File: src/inc/anp_pkg.sv
// constants, register map and state type for the link auto-negotiation block
package anp_pkg;
  // core clock rate
  localparam int CLK_MHZ = 250;
  // spacing between adjacent pulse positions of a fast link pulse burst
  localparam int PULSE_GAP_NS  = 62500;
  localparam int PULSE_GAP_CYC = (PULSE_GAP_NS * CLK_MHZ) / 1000;
  // burst repetition interval
  localparam int BURST_GAP_US  = 16000;
  localparam int BURST_GAP_CYC = BURST_GAP_US * CLK_MHZ;
  // longest wait for a received burst before giving up
  localparam int NO_BURST_US   = 50000;
  localparam int NO_BURST_CYC  = NO_BURST_US * CLK_MHZ;
  // link drop time after a software restart
  localparam int BREAK_LINK_MS  = 1200;
  localparam int BREAK_LINK_CYC = BREAK_LINK_MS * 1000 * CLK_MHZ;

  // register indices, byte address is index times four
  localparam logic [5:0] REG_CTRL    = 6'h00;
  localparam logic [5:0] REG_STATUS  = 6'h01;
  localparam logic [5:0] REG_ADV     = 6'h04;
  localparam logic [5:0] REG_PARTNER = 6'h05;
  localparam logic [5:0] REG_EXPAND  = 6'h06;
  localparam logic [5:0] REG_VENDOR  = 6'h1F;

  // field positions
  localparam int CTRL_SOFT_RST = 15;
  localparam int CTRL_SPEED    = 13;
  localparam int CTRL_AN_EN    = 12;
  localparam int CTRL_PDOWN    = 11;
  localparam int CTRL_RESTART  = 9;
  localparam int CTRL_DUPLEX   = 8;
  localparam int STAT_AN_DONE  = 5;
  localparam int STAT_AN_ABLE  = 3;
  localparam int STAT_LINK     = 2;
  localparam int ABIL_LO       = 5;
  localparam int LCW_ACK       = 14;
  localparam int EXP_PD_FAULT  = 4;
  localparam int EXP_LP_ABLE   = 0;
  localparam int VEND_DONE     = 12;
  localparam int VEND_SPD_LO   = 2;

  // link code word constants
  localparam logic [4:0]  SELECTOR  = 5'h01;
  localparam logic [15:0] LCW_MASK  = 16'hBFFF;
  localparam logic [2:0]  MATCH_NEED = 3'h3;
  localparam logic [2:0]  ACK_NEED   = 3'h3;
  localparam logic [3:0]  ACK_TAIL   = 4'h6;
  localparam logic [5:0]  LAST_POS   = 6'h20;

  typedef enum logic [2:0] {
    st_hold, st_forced, st_break, st_detect, st_ack_wait, st_ack_tail, st_linked
  } an_state_t;
endpackage

File: src/rtl/link_autonegotiation.sv
// auto-negotiation engine with avalon-mm register slave
//
// Notes on behaviour
// RL1: with negotiation enabled, start on any reset, link loss or restart bit
// RL2: every start opens with fast link pulse bursts on the 10M pulse output; a restart-bit start sends none until the break time ends
// RL3: a burst holds at most 33 positions; 17 clock pulses always sent
// RL4: 16 odd positions carry the code word; pulse means one
// RL5: first five code word bits carry the 802.3 selector value
// RL6: technology ability bits mirror the advertisement register
// RL7: resolve 100 full, then 100 half, then 10 full, then 10 half
// RL8: after an ability match keep sending the word with acknowledge set
// RL9: changed partner content during acknowledge restarts negotiation
// RL10: missing received bursts restart negotiation
// RL11: straps latched after reset give enable and initial abilities
// RL12: advertisement writes to bits 8..5 change abilities without restarting
// RL13: software must set restart after changing abilities
// RL14: clearing the enable bit disables negotiation
// RL15: no next page; only the base code word is handled
// RL16: with no fast pulses, speed comes from 100M symbols or 10M pulses; code skips this once the no-burst watchdog has run out in detect
// RL17: a parallel detected link is always half duplex
// RL18: parallel detected link clears the partner-can-negotiate flag
// RL19: a parallel detection fault sets the fault status bit
// RL20: partner register holds received abilities, or detected speed
// RL21: link loss restarts negotiation
// RL22: restart bit drops the link for the break time, then negotiates
// RL23: completion reports speed and duplex and partner abilities
// RL24: disabled negotiation forces speed and duplex from control bits
// RL25: pulse, burst and timer values follow the standard's figures
//
// Added by the designer: the Avalon-MM interface to the registers and the placing of the registers.
`timescale 1ns/1ps
`default_nettype none
module link_autonegotiation #(
  parameter int unsigned PULSE_GAP_CYC  = anp_pkg::PULSE_GAP_CYC,
  parameter int unsigned BURST_GAP_CYC  = anp_pkg::BURST_GAP_CYC,
  parameter int unsigned NO_BURST_CYC   = anp_pkg::NO_BURST_CYC,
  parameter int unsigned BREAK_LINK_CYC = anp_pkg::BREAK_LINK_CYC
) (
  input  wire logic        clk,
  input  wire logic        rst_b,
  input  wire logic [7:0]  address,
  input  wire logic        read,
  input  wire logic        write,
  input  wire logic [31:0] writedata,
  output logic      [31:0] readdata,
  output logic             waitrequest,
  input  wire logic [2:0]  mode_strap,
  input  wire logic        rx_pulse,
  input  wire logic        link_100_ok,
  input  wire logic        link_10_ok,
  output logic             tx_pulse,
  output logic             link_hold,
  output logic             link_up,
  output logic             speed_100,
  output logic             full_duplex
);
  // gap classes on the receive side derive from the nominal spacing
  localparam int unsigned HALF_GAP = (PULSE_GAP_CYC * 3) / 2;
  localparam int unsigned END_GAP  = PULSE_GAP_CYC * 4;

  typedef struct packed {
    anp_pkg::an_state_t st;
    logic        strap_done;
    logic        an_en;
    logic        speed_sel;
    logic        duplex_sel;
    logic        pdown;
    logic [3:0]  adv;
    logic [15:0] partner;
    logic        lp_an_able;
    logic        pd_fault;
    logic        an_done;
    logic        res_speed;
    logic        res_full;
    logic        link_up;
    logic [31:0] timer;
    logic [31:0] btimer;
    logic [31:0] ptimer;
    logic [31:0] nob;
    logic        tx_active;
    logic [5:0]  tx_pos;
    logic        tx_pulse;
    logic [3:0]  sent_cnt;
    logic [31:0] rgap;
    logic        rin_burst;
    logic        got_one;
    logic [3:0]  rbit;
    logic [15:0] rword;
    logic        rx_new;
    logic [15:0] rx_word;
    logic [2:0]  match_cnt;
    logic [2:0]  ack_cnt;
    logic        bus_ack;
    logic [31:0] rdata;
  } state_t;

  state_t q;
  state_t next_q;

  // strap decode: high bit enables negotiation, low bits pick abilities
  function automatic logic strap_an(input logic [2:0] m);
    return m[2];
  endfunction

  function automatic logic [3:0] strap_adv(input logic [2:0] m);
    if (m[2]) begin
      return (m[1:0] == 2'h3) ? 4'hF : 4'h4;
    end
    return 4'h1 << m[1:0];
  endfunction

  // highest common ability, {speed_100, full}
  function automatic logic [1:0] resolve(input logic [3:0] c);
    if (c[3]) begin
      return 2'h3;
    end else if (c[2]) begin
      return 2'h2;
    end else if (c[1]) begin
      return 2'h1;
    end
    return 2'h0;
  endfunction

  logic [15:0] tx_word;
  logic        ack_phase;
  logic        sending;
  logic        data_bit;
  logic [5:0]  idx;
  logic [1:0]  res;

  assign ack_phase = (q.st == anp_pkg::st_ack_wait) || (q.st == anp_pkg::st_ack_tail);
  assign sending   = ack_phase || (q.st == anp_pkg::st_detect);
  // base page only, next page and remote fault stay zero
  assign tx_word   = {1'b0, ack_phase, 1'b0, 4'h0, q.adv, anp_pkg::SELECTOR}; // RL5 RL6 RL8 RL15
  assign data_bit  = tx_word[q.tx_pos[4:1]];
  assign idx       = address[7:2];
  assign res       = resolve(q.adv & q.partner[8:5]);

  // outputs
  assign waitrequest = (read || write) && !q.bus_ack;
  assign readdata    = q.rdata;
  assign tx_pulse    = q.tx_pulse;
  assign link_hold   = (q.st == anp_pkg::st_break);
  assign link_up     = q.link_up;
  assign speed_100   = q.res_speed;
  assign full_duplex = q.res_full;

  ////////////////////////////////////////////////////////////////////////////
  // next state
  always_comb begin
    logic start;
    logic brk;
    logic renego;
    logic ok;
    start  = 1'b0;
    brk    = 1'b0;
    renego = 1'b0;
    ok     = 1'b0;
    next_q = q;
    next_q.tx_pulse = 1'b0;
    next_q.bus_ack  = 1'b0;
    next_q.rx_new   = 1'b0;

    // straps are caught one edge after reset release
    if (!q.strap_done) begin
      next_q.strap_done = 1'b1;
      next_q.an_en      = strap_an(mode_strap); // RL11
      next_q.adv        = strap_adv(mode_strap); // RL11
      next_q.speed_sel  = mode_strap[1];
      next_q.duplex_sel = mode_strap[0];
      start = 1'b1; // RL1
    end

    // bus slave, one wait cycle on every access
    if ((read || write) && !q.bus_ack) begin
      next_q.bus_ack = 1'b1;
      next_q.rdata   = 32'h0000_0000;
      if (write) begin
        case (idx)
          anp_pkg::REG_CTRL: begin
            next_q.speed_sel  = writedata[anp_pkg::CTRL_SPEED];
            next_q.duplex_sel = writedata[anp_pkg::CTRL_DUPLEX];
            next_q.an_en      = writedata[anp_pkg::CTRL_AN_EN]; // RL14
            next_q.pdown      = writedata[anp_pkg::CTRL_PDOWN];
            if (writedata[anp_pkg::CTRL_SOFT_RST]) begin
              next_q.strap_done = 1'b0; // reload strap values next edge
              next_q.pdown      = 1'b0;
            end
            if (writedata[anp_pkg::CTRL_AN_EN] != q.an_en ||
                writedata[anp_pkg::CTRL_PDOWN] != q.pdown) begin
              start = 1'b1; // RL1
            end
            if (writedata[anp_pkg::CTRL_RESTART]) begin
              start = 1'b1; // RL1
              brk   = 1'b1; // RL22
            end
          end
          // no restart here: the next burst sent carries the new abilities
          anp_pkg::REG_ADV: next_q.adv = writedata[8:5]; // RL12
          default: begin
          end
        endcase
      end else begin
        case (idx)
          anp_pkg::REG_CTRL: begin
            next_q.rdata[anp_pkg::CTRL_SPEED]  = q.speed_sel;
            next_q.rdata[anp_pkg::CTRL_AN_EN]  = q.an_en;
            next_q.rdata[anp_pkg::CTRL_PDOWN]  = q.pdown;
            next_q.rdata[anp_pkg::CTRL_DUPLEX] = q.duplex_sel;
          end
          anp_pkg::REG_STATUS: begin
            next_q.rdata[anp_pkg::STAT_AN_DONE] = q.an_done;
            next_q.rdata[anp_pkg::STAT_AN_ABLE] = 1'b1;
            next_q.rdata[anp_pkg::STAT_LINK]    = q.link_up;
          end
          anp_pkg::REG_ADV:     next_q.rdata[15:0] = {7'h00, q.adv, anp_pkg::SELECTOR};
          anp_pkg::REG_PARTNER: next_q.rdata[15:0] = q.partner; // RL20 RL23
          anp_pkg::REG_EXPAND: begin
            next_q.rdata[anp_pkg::EXP_PD_FAULT] = q.pd_fault;
            next_q.rdata[anp_pkg::EXP_LP_ABLE]  = q.lp_an_able;
            next_q.pd_fault = 1'b0; // clear on read, a new fault below wins
          end
          anp_pkg::REG_VENDOR: begin
            next_q.rdata[anp_pkg::VEND_DONE] = q.an_done;
            next_q.rdata[anp_pkg::VEND_SPD_LO +: 3] =
              {q.res_full, q.res_speed, !q.res_speed}; // RL23
          end
          default: begin
          end
        endcase
      end
    end

    // receive decoder: a long gap starts a burst, short gaps are data ones
    if (q.rgap != 32'hFFFF_FFFF) begin
      next_q.rgap = q.rgap + 32'h0000_0001;
    end
    if (rx_pulse) begin
      next_q.rgap = 32'h0000_0000;
      if (!q.rin_burst || q.rgap >= END_GAP) begin
        next_q.rin_burst = 1'b1;
        next_q.rbit      = 4'h0;
        next_q.got_one   = 1'b0;
      end else if (!q.got_one && q.rgap < HALF_GAP) begin
        next_q.got_one = 1'b1; // RL4
      end else begin
        next_q.rword   = {q.got_one, q.rword[15:1]};
        next_q.got_one = 1'b0;
        next_q.rbit    = q.rbit + 4'h1;
        if (q.rbit == 4'hF) begin
          next_q.rin_burst = 1'b0;
          next_q.rx_new    = 1'b1;
          next_q.rx_word   = {q.got_one, q.rword[15:1]};
        end
      end
    end else if (q.rin_burst && q.rgap >= END_GAP) begin
      next_q.rin_burst = 1'b0; // truncated burst is dropped
    end

    // transmit bursts: clock at even index, data at odd index
    if (!sending) begin
      next_q.tx_active = 1'b0;
      next_q.btimer    = 32'h0000_0000;
    end else begin
      if (q.btimer == 32'h0000_0000) begin
        next_q.btimer    = BURST_GAP_CYC - 32'h0000_0001; // RL25
        next_q.tx_active = 1'b1; // RL2
        next_q.tx_pos    = 6'h00;
        next_q.ptimer    = 32'h0000_0000;
      end else begin
        next_q.btimer = q.btimer - 32'h0000_0001;
      end
      if (q.tx_active) begin
        if (q.ptimer == 32'h0000_0000) begin
          next_q.tx_pulse = q.tx_pos[0] ? data_bit : 1'b1; // RL3 RL4
          next_q.ptimer   = PULSE_GAP_CYC - 32'h0000_0001; // RL25
          if (q.tx_pos == anp_pkg::LAST_POS) begin
            next_q.tx_active = 1'b0; // RL3
            next_q.sent_cnt  = q.sent_cnt + 4'h1;
          end else begin
            next_q.tx_pos = q.tx_pos + 6'h01;
          end
        end else begin
          next_q.ptimer = q.ptimer - 32'h0000_0001;
        end
      end
    end

    // watchdog on received words while negotiating
    if (q.rx_new || !sending) begin
      next_q.nob = 32'h0000_0000;
    end else begin
      next_q.nob = q.nob + 32'h0000_0001;
    end

    // arbitration
    case (q.st)
      anp_pkg::st_hold: begin
        next_q.link_up = 1'b0;
      end
      anp_pkg::st_forced: begin
        next_q.res_speed = q.speed_sel; // RL24
        next_q.res_full  = q.duplex_sel; // RL24
        next_q.link_up   = q.speed_sel ? link_100_ok : link_10_ok;
      end
      anp_pkg::st_break: begin
        if (q.timer >= BREAK_LINK_CYC - 32'h0000_0001) begin
          renego = 1'b1; // RL22
        end else begin
          next_q.timer = q.timer + 32'h0000_0001;
        end
      end
      anp_pkg::st_detect: begin
        if (q.rx_new) begin
          next_q.partner = q.rx_word; // RL20
          if ((q.rx_word & anp_pkg::LCW_MASK) == (q.partner & anp_pkg::LCW_MASK)) begin
            next_q.match_cnt = q.match_cnt + 3'h1;
            if (q.match_cnt + 3'h1 >= anp_pkg::MATCH_NEED) begin
              next_q.st         = anp_pkg::st_ack_wait; // RL8
              next_q.lp_an_able = 1'b1;
              next_q.ack_cnt    = 3'h0;
            end
          end else begin
            next_q.match_cnt = 3'h1;
          end
        end else if (q.nob >= NO_BURST_CYC) begin
          next_q.match_cnt = 3'h0;
        end else if (q.match_cnt == 3'h0 && !q.rin_burst) begin
          if (link_100_ok && link_10_ok) begin
            next_q.pd_fault = 1'b1; // RL19
          end else if (link_100_ok || link_10_ok) begin
            next_q.st         = anp_pkg::st_linked; // RL16
            next_q.res_speed  = link_100_ok; // RL16
            next_q.res_full   = 1'b0; // RL17
            next_q.lp_an_able = 1'b0; // RL18
            next_q.partner    = {8'h00, link_100_ok, 1'b0, link_10_ok, 5'h00}; // RL20
            next_q.an_done    = 1'b1;
            next_q.link_up    = 1'b1;
          end
        end
      end
      anp_pkg::st_ack_wait, anp_pkg::st_ack_tail: begin
        if (q.rx_new &&
            (q.rx_word & anp_pkg::LCW_MASK) != (q.partner & anp_pkg::LCW_MASK)) begin
          renego = 1'b1; // RL9
        end else if (q.nob >= NO_BURST_CYC) begin
          renego = 1'b1; // RL10
        end else if (q.st == anp_pkg::st_ack_wait) begin
          if (q.rx_new && q.rx_word[anp_pkg::LCW_ACK]) begin
            next_q.ack_cnt = q.ack_cnt + 3'h1;
            if (q.ack_cnt + 3'h1 >= anp_pkg::ACK_NEED) begin
              next_q.st       = anp_pkg::st_ack_tail;
              next_q.sent_cnt = 4'h0;
            end
          end
        end else if (q.sent_cnt >= anp_pkg::ACK_TAIL) begin
          if ((q.adv & q.partner[8:5]) == 4'h0) begin
            renego = 1'b1; // no common ability
          end else begin
            next_q.st        = anp_pkg::st_linked;
            next_q.res_speed = res[1]; // RL7 RL23
            next_q.res_full  = res[0]; // RL7 RL23
            next_q.an_done   = 1'b1;
            next_q.link_up   = 1'b1;
          end
        end
      end
      anp_pkg::st_linked: begin
        ok = q.res_speed ? link_100_ok : link_10_ok;
        if (!ok) begin
          renego = 1'b1; // RL21
        end
      end
      default: begin
        next_q.st = anp_pkg::st_hold;
      end
    endcase

    // common entry to a fresh negotiation
    if (renego) begin
      next_q.st        = anp_pkg::st_detect; // RL1 RL21
      next_q.match_cnt = 3'h0;
      next_q.an_done   = 1'b0;
      next_q.link_up   = 1'b0;
    end
    if (start) begin
      next_q.match_cnt = 3'h0;
      next_q.an_done   = 1'b0;
      next_q.link_up   = 1'b0;
      next_q.timer     = 32'h0000_0000;
      if (next_q.pdown || !next_q.strap_done) begin
        next_q.st = anp_pkg::st_hold;
      end else if (!next_q.an_en) begin
        next_q.st = anp_pkg::st_forced; // RL14 RL24
      end else if (brk) begin
        next_q.st = anp_pkg::st_break; // RL22
      end else begin
        next_q.st = anp_pkg::st_detect; // RL1 RL2
      end
    end
  end

  ////////////////////////////////////////////////////////////////////////////
  // state register
  always_ff @(posedge clk or negedge rst_b) begin
    if (!rst_b) begin
      q <= '0;
    end else begin
      q <= next_q;
    end
  end

  ////////////////////////////////////////////////////////////////////////////
  // checks
  chk_burst_length: assert property (@(posedge clk) disable iff (!rst_b) // RL3
    q.tx_active |-> q.tx_pos <= anp_pkg::LAST_POS)
    else $error("burst runs past last pulse position");

  chk_clock_pulse: assert property (@(posedge clk) disable iff (!rst_b) // RL3
    (sending && q.tx_active && q.ptimer == 32'h0000_0000 && !q.tx_pos[0]) |=> q.tx_pulse)
    else $error("clock pulse missing from burst");

  chk_data_pulse: assert property (@(posedge clk) disable iff (!rst_b) // RL4
    (sending && q.tx_active && q.ptimer == 32'h0000_0000 && q.tx_pos[0])
      |=> q.tx_pulse == $past(data_bit))
    else $error("data pulse does not match code word");

  chk_word_fields: assert property (@(posedge clk) disable iff (!rst_b) // RL5
    tx_word[4:0] == anp_pkg::SELECTOR && tx_word[8:5] == q.adv && !tx_word[15])
    else $error("code word selector or abilities wrong");

  chk_ack_sent: assert property (@(posedge clk) disable iff (!rst_b) // RL8
    $rose(q.st == anp_pkg::st_ack_wait) |-> tx_word[anp_pkg::LCW_ACK])
    else $error("acknowledge bit not set after match");

  chk_resolve_best: assert property (@(posedge clk) disable iff (!rst_b) // RL7
    ($rose(q.link_up) && q.lp_an_able && q.an_en) |-> {q.res_speed, q.res_full} == res)
    else $error("resolved mode is not the best common one");

  chk_pd_half: assert property (@(posedge clk) disable iff (!rst_b) // RL17
    ($rose(q.link_up) && !q.lp_an_able && q.an_en) |-> !q.res_full && q.an_done)
    else $error("parallel detected link not half duplex");

  chk_link_loss: assert property (@(posedge clk) disable iff (!rst_b) // RL21
    (q.st == anp_pkg::st_linked && !(q.res_speed ? link_100_ok : link_10_ok)
      && !((read || write) && !q.bus_ack)) |=> q.st == anp_pkg::st_detect && !q.link_up)
    else $error("link loss did not restart negotiation");

  chk_break_hold: assert property (@(posedge clk) disable iff (!rst_b) // RL22
    ($rose(link_hold) && !write) |-> link_hold[*2] ##1 (link_hold || !write))
    else $error("link drop ended early");

  chk_forced_mode: assert property (@(posedge clk) disable iff (!rst_b) // RL24
    (q.st == anp_pkg::st_forced) |=> (q.st != anp_pkg::st_forced) ||
      (q.res_speed == $past(q.speed_sel) && q.res_full == $past(q.duplex_sel)))
    else $error("forced speed or duplex not applied");
endmodule
`default_nettype wire

File: config.mk
export PLATFORM = sky130hd
export DESIGN_NAME = link_autonegotiation
export DESIGN_NICKNAME = d
export VERILOG_FILES = /design/src/inc/anp_pkg.sv /design/src/rtl/link_autonegotiation.sv
export SDC_FILE = /design/constraint.sdc
export NUM_CORES = 1
export LEC_CHECK = 0
export BUFFER_PORTS_ARGS = -buffer_cell sky130_fd_sc_hd__clkbuf_2
export CAP_MARGIN = 30
export CORE_ASPECT_RATIO = 1.4
export CORE_UTILIZATION = 60
export CTS_CLUSTER_DIAMETER = 200
export DETAILED_ROUTE_END_ITERATION = 8
export PLACE_DENSITY = 0.89
export SLEW_MARGIN = 20
export SYNTH_ARGS = -nofsm -noshare
export SYNTH_HDL_FRONTEND = slang
export SYNTH_SLANG_ARGS = --single-unit
File: constraint.sdc
create_clock -name clk -period 6.45 [get_ports clk]
set_input_delay 1.29 -clock clk [delete_from_list [all_inputs] [get_ports clk]]
set_output_delay 1.29 -clock clk [all_outputs]
set_load 0.01 [all_outputs]
== Yosys cells after proc, flatten, opt, wreduce, memory -nomap -nowiden ==
Cells that the tools add are included.

* Register bits: 268
* Input bits: 50
* Output and inout port bits: 38
* Word-level logic and storage cells: 325

* Add/subtract/negate cells: 10
* Order comparisons: 8
* Equal/unequal tests: 63
* Shift operators: 1
* Muxes and demuxes: 152
* Bitwise logic cells: 3
* Reduce and logical (&&, ||, !) cells: 55

{| class="wikitable"
|+ Operators with widths
! operator !! count
|-
| $mux 32 || 10
|-
| $mux 17 || 6
|-
| $add 32x1->32 const B || 3
|-
| $mux 3 || 30
|-
| $mux 4 || 19
|-
| $mux 33 || 2
|-
| $logic_not 32->1 || 2
|-
| $sub 32x1->32 const B || 2
|-
| $mux 1 || 47
|-
| $mux 22 || 2
|-
| $mux 37 || 1
|-
| $reduce_and 11->1 || 3
|-
| $ge 32x16->1 const B || 1
|-
| $ge 32x24->1 const B || 1
|-
| $ge 32x29->1 const B || 1
|-
| $lt 32x15->1 const B || 1
|-
| $ne 32x32->1 const B || 1
|-
| $ne 2x2->1 const B || 15
|-
| $mux 12 || 2
|-
| $ne 4x4->1 const B || 5
|-
| $ne 5x2->1 const B || 4
|-
| $ne 5x5->1 const B || 4
|-
| $eq 6x3->1 const B || 3
|-
| $mux 9 || 2
|-
| other kinds (59) || 125
|}

== Depth between registers and ports, before layout ==
* Word-level depth: 14
* Depth in mapped cells: 12
* Gate-level depth less buffers: 9

== Least setup slack after synthesis ==
No wires, ideal clock.

* Path kind: input port to flip-flop
* From: input port address[3]
* To: register q[245] (netlist name)
* Library setup time: 0.078 ns
* Arrival time: 3.224 ns
* Data required time: 6.372 ns
* Slack: 3.148 ns
* Stages on the path: 8
* Buffers on the path: 1
* Path through: nor4_4 > nand3b_1 > o21ai_1 > a211oi_2 > or2_1 > buf_2 > or4_1 > a21oi_1

* Word-level cells in the longest chain between the ends: 6
* Elaborated cells between the ends (all ways): 8
* Classes of those cells: eq/ne (1); mux (4); reduce/logical (3)

{| class="wikitable"
|+ RTL lines
! what !! RTL line !! text
|-
| from (decl) || link_autonegotiation.sv:41 || <nowiki>input wire logic [7:0] address,</nowiki>
|-
| $logic_not 6->1 * || link_autonegotiation.sv:179 || <nowiki>case (idx)</nowiki>
|-
| $mux 1 * || link_autonegotiation.sv:179 ||
|-
| $mux 1 * || link_autonegotiation.sv:178 || <nowiki>if (write) begin</nowiki>
|-
| $mux 1 * || link_autonegotiation.sv:175 || <nowiki>if ((read || write) && !q.bus_ack) begin</nowiki>
|-
| $ne 2x2->1 (no source line) / $reduce_bool 2->1 (equally long branches) || n/a ||
|-
| $reduce_and 2->1 (no source line) || n/a ||
|-
| to (signal assigned) || link_autonegotiation.sv:409 || <nowiki>q <= next_q;</nowiki>
|-
| to (decl) || link_autonegotiation.sv:97 || <nowiki>state_t q;</nowiki>
|}

Every way passes the cells marked *; elsewhere a longest branch is shown, timed or not.
A chain may end at the register's enable or synchronous reset.

== Final worst setup path ==
* From: input port address[3]
* To: register q[241] (netlist name)

The elaborated chain is that of the path after synthesis.

==> reports/qor.yml <==
detailed_routing:
  via_per_inst: 6.15
  wl_per_cell_um: 17.1
  postRouteAntennaNets: 0
  dr.first_iter.drc_count: 783
  first_pass_iters: 7
  vias: 11252
  finalWirelength_um: 31400
  drc: 0
yosys:
  ys_seq_elements: 267
  seq_area_frac_synth_pct: 47.7
  yosysWarnings: 0
  netlist_instances: 1496
  synth_edf_count: 0
  synth.avg_cell_area_um2: 9.36
  async_reset_ff_share_pct: 100
  syn_area_um2: 14000
  synth_ff_type: "dfrtp_1"
  synth.distinct_cells: 81
die:
  row_count: 65
  core_area_um2: 22700
  floorplan.initialDensity_pct: 61.7
  die_y_um: 183
  die-area_um2: 24000
  die-width_um: 131
  ios: 88
clocking:
  cts-root-buf: "clkbuf_16"
  cts_hold_buf: 0
  clockBufferDepth: 3
  cts-resized-gates: 0
  cts_setup_buffers: 0
  h-tree-depth: 1
  cts_buffers: 27
  clock_latency_ns: 0.55
  path_clk_slew_ns: 0.06
  cts_tree: "yes"
  cts.sinks: 267
placed_design:
  portBuffers: 46
  dp_slack_ns: 2.46
  dp_hpwl_um: 20900
  placed_area_um2: 14300
  dp_cells: 1778
  place.gp.congestion: 0.882
setup_path:
  cp_data_required_time_ns: 6.92
  worstSetupPathType: "input pin to flop"
  cp-end-kind: "flop"
  critPathMaxFanout: 31
  cp.arrival_ns: 4.03
  start_kind: "input pin"
  reg2reg_slack_ns: 3.09
power_and_ir_drop:
  ir_drop_uv: 290
  total_power_uw: 6490
  powerDensity_nw_per_um2: 426
  p_leak_uw: 0.00696
finish:
  final_nets: 1577
  final_cells: 1830
  n_antenna_cell: 0
  fillerInstances: 1665
  area_growth_pct: 8.88
  drive_gt1_share_pct: 9.68
  final_area_um2: 15200
flow_run:
  max_cap_violations: 0
sta:
  max_clock_freq_mhz: 281
  rsz0062_at_grt: "no"
  finalHoldViolCount: 0
  maxSlewHeadroom_pct: 36.7
  setup_viol: 0
  clock_skew_ns: 0.0124
  finalCritPeriodShare_pct: 55.2
  finalSetupTns_ns: 0
  fin_crit_ns: 3.56
  worst_pin_slew_ns: 0.946
  setup_ws_ns: 2.89
  drv_slew: 0
global_route:
  grt.total_usage_pct: 26.5
  grt_max_degree: 163
  grt-ovfl-total: 0
  grt_pass1_vias: 11221
  antenna_found_initial: 0
  grt_first_pass_wirelength_um: 53000
min_path:
  hold_path.class: "flop to flop"
status:
  outcome: "completed"
[registers in the layout (all words and copies together), names as in the netlist]
signal and count:
readdata 16, full_duplex 1, tx_pulse 1, speed_100 1, link_up 1, q 247
[metal layers]
layer	share of wire [%]	track usage, %	up-vias
met4	3.9	11.9	0
met2	53	48.5	314
met1	39	31.2	5582
met5	0	0	-
met3	4.0	2.87	96
li1	-	-	5260
[cell type report]
type	count	area (um^2)	area share, %
repair buffers	58	355	2.33
inverters	47	176	1.16
multi-input cells	1109	6750	44.3
well taps	301	377	2.47
clock inverters	8	134	0.878
flip-flops and latches	267	6680	43.8
clock buffers	40	774	5.08
[stage by stage]
stage          hold slack [ns]  utilization, %
6_report                 0.478            67.2
2_1_floorplan            0.433               -
4_1_cts                  0.484            67.0
5_1_grt                  0.503            67.2
3_5_place_dp             0.471            63.0
3_3_place_gp             0.464            63.0
[cell families (layout without fill, tap and decap cells)]
family	count (synthesis)	after routing	synth area share [%]
fa+ha+maj	17	17	1.52
compound gates	257	257	11.8
buf+inv	135	153	4.62
flops	267	267	47.7
xor+xnor	129	129	8.07
simple gates	659	659	23.6
mux	31	31	2.64
other cells	1	16	0.0268
[report_power, final]
part / total [uW] / internal (uW) / switching, uW / leakage (uW)
clock network: 1610 / 953 / 657 / 0.000446
logic: 2610 / 977 / 1640 / 0.00286
registers: 2270 / 1950 / 323 / 0.00365
[worst max-delay path, cell delays in order]
cell and delay (ns):
clkbuf_2 0.11, nor4_4 0.45, nand3b_1 0.32, o21ai_2 0.21, buf_4 0.33, a211oi_2 0.17, buf_4 0.22, or2_1 0.35
or4_1 0.44, a21oi_1 0.15
[cells in the final DEF (no fill, tap or decap), drive strengths merged, types with 48 or more instances in the layout]
| master | count |
|---|---|
| inv | 48 |
| nand2 | 164 |
| clkbuf | 86 |
| nand3 | 52 |
| xnor2 | 64 |
| a21oi | 65 |
| dfrtp | 267 |
| o21ai | 78 |
| nor3 | 54 |
| xor2 | 65 |
| nor2 | 190 |
[cell usage after synthesis, types with 18 or more instances]
master / count / area [um^2]
xnor2_1: 64 / 561
a22o_1: 22 / 193
clkbuf_1: 46 / 173
or4_1: 18 / 135
and3_1: 21 / 131
nor2_1: 190 / 713
xor2_1: 65 / 569
inv_1: 47 / 176
a21oi_1: 65 / 325
o21ai_0: 73 / 365
buf_4: 32 / 240
nand4_1: 26 / 163
nor3_1: 52 / 260
nor4_1: 31 / 194
dfrtp_1: 267 / 6680
nand3_1: 52 / 260
nand2_1: 164 / 616
[final timing paths]
path                             from  cells after the start     end
hold reg to reg                 q[57]                      2   q[57]
min in group asynchronous       rst_b                      1  q[185]
setup / recovery           address[3]                     10  q[241]
hold / removal                  q[57]                      2   q[57]
max in group asynchronous       rst_b                      2  q[102]
setup reg to reg               q[281]                      6  q[181]
Power figures use the tool's default switching activity.
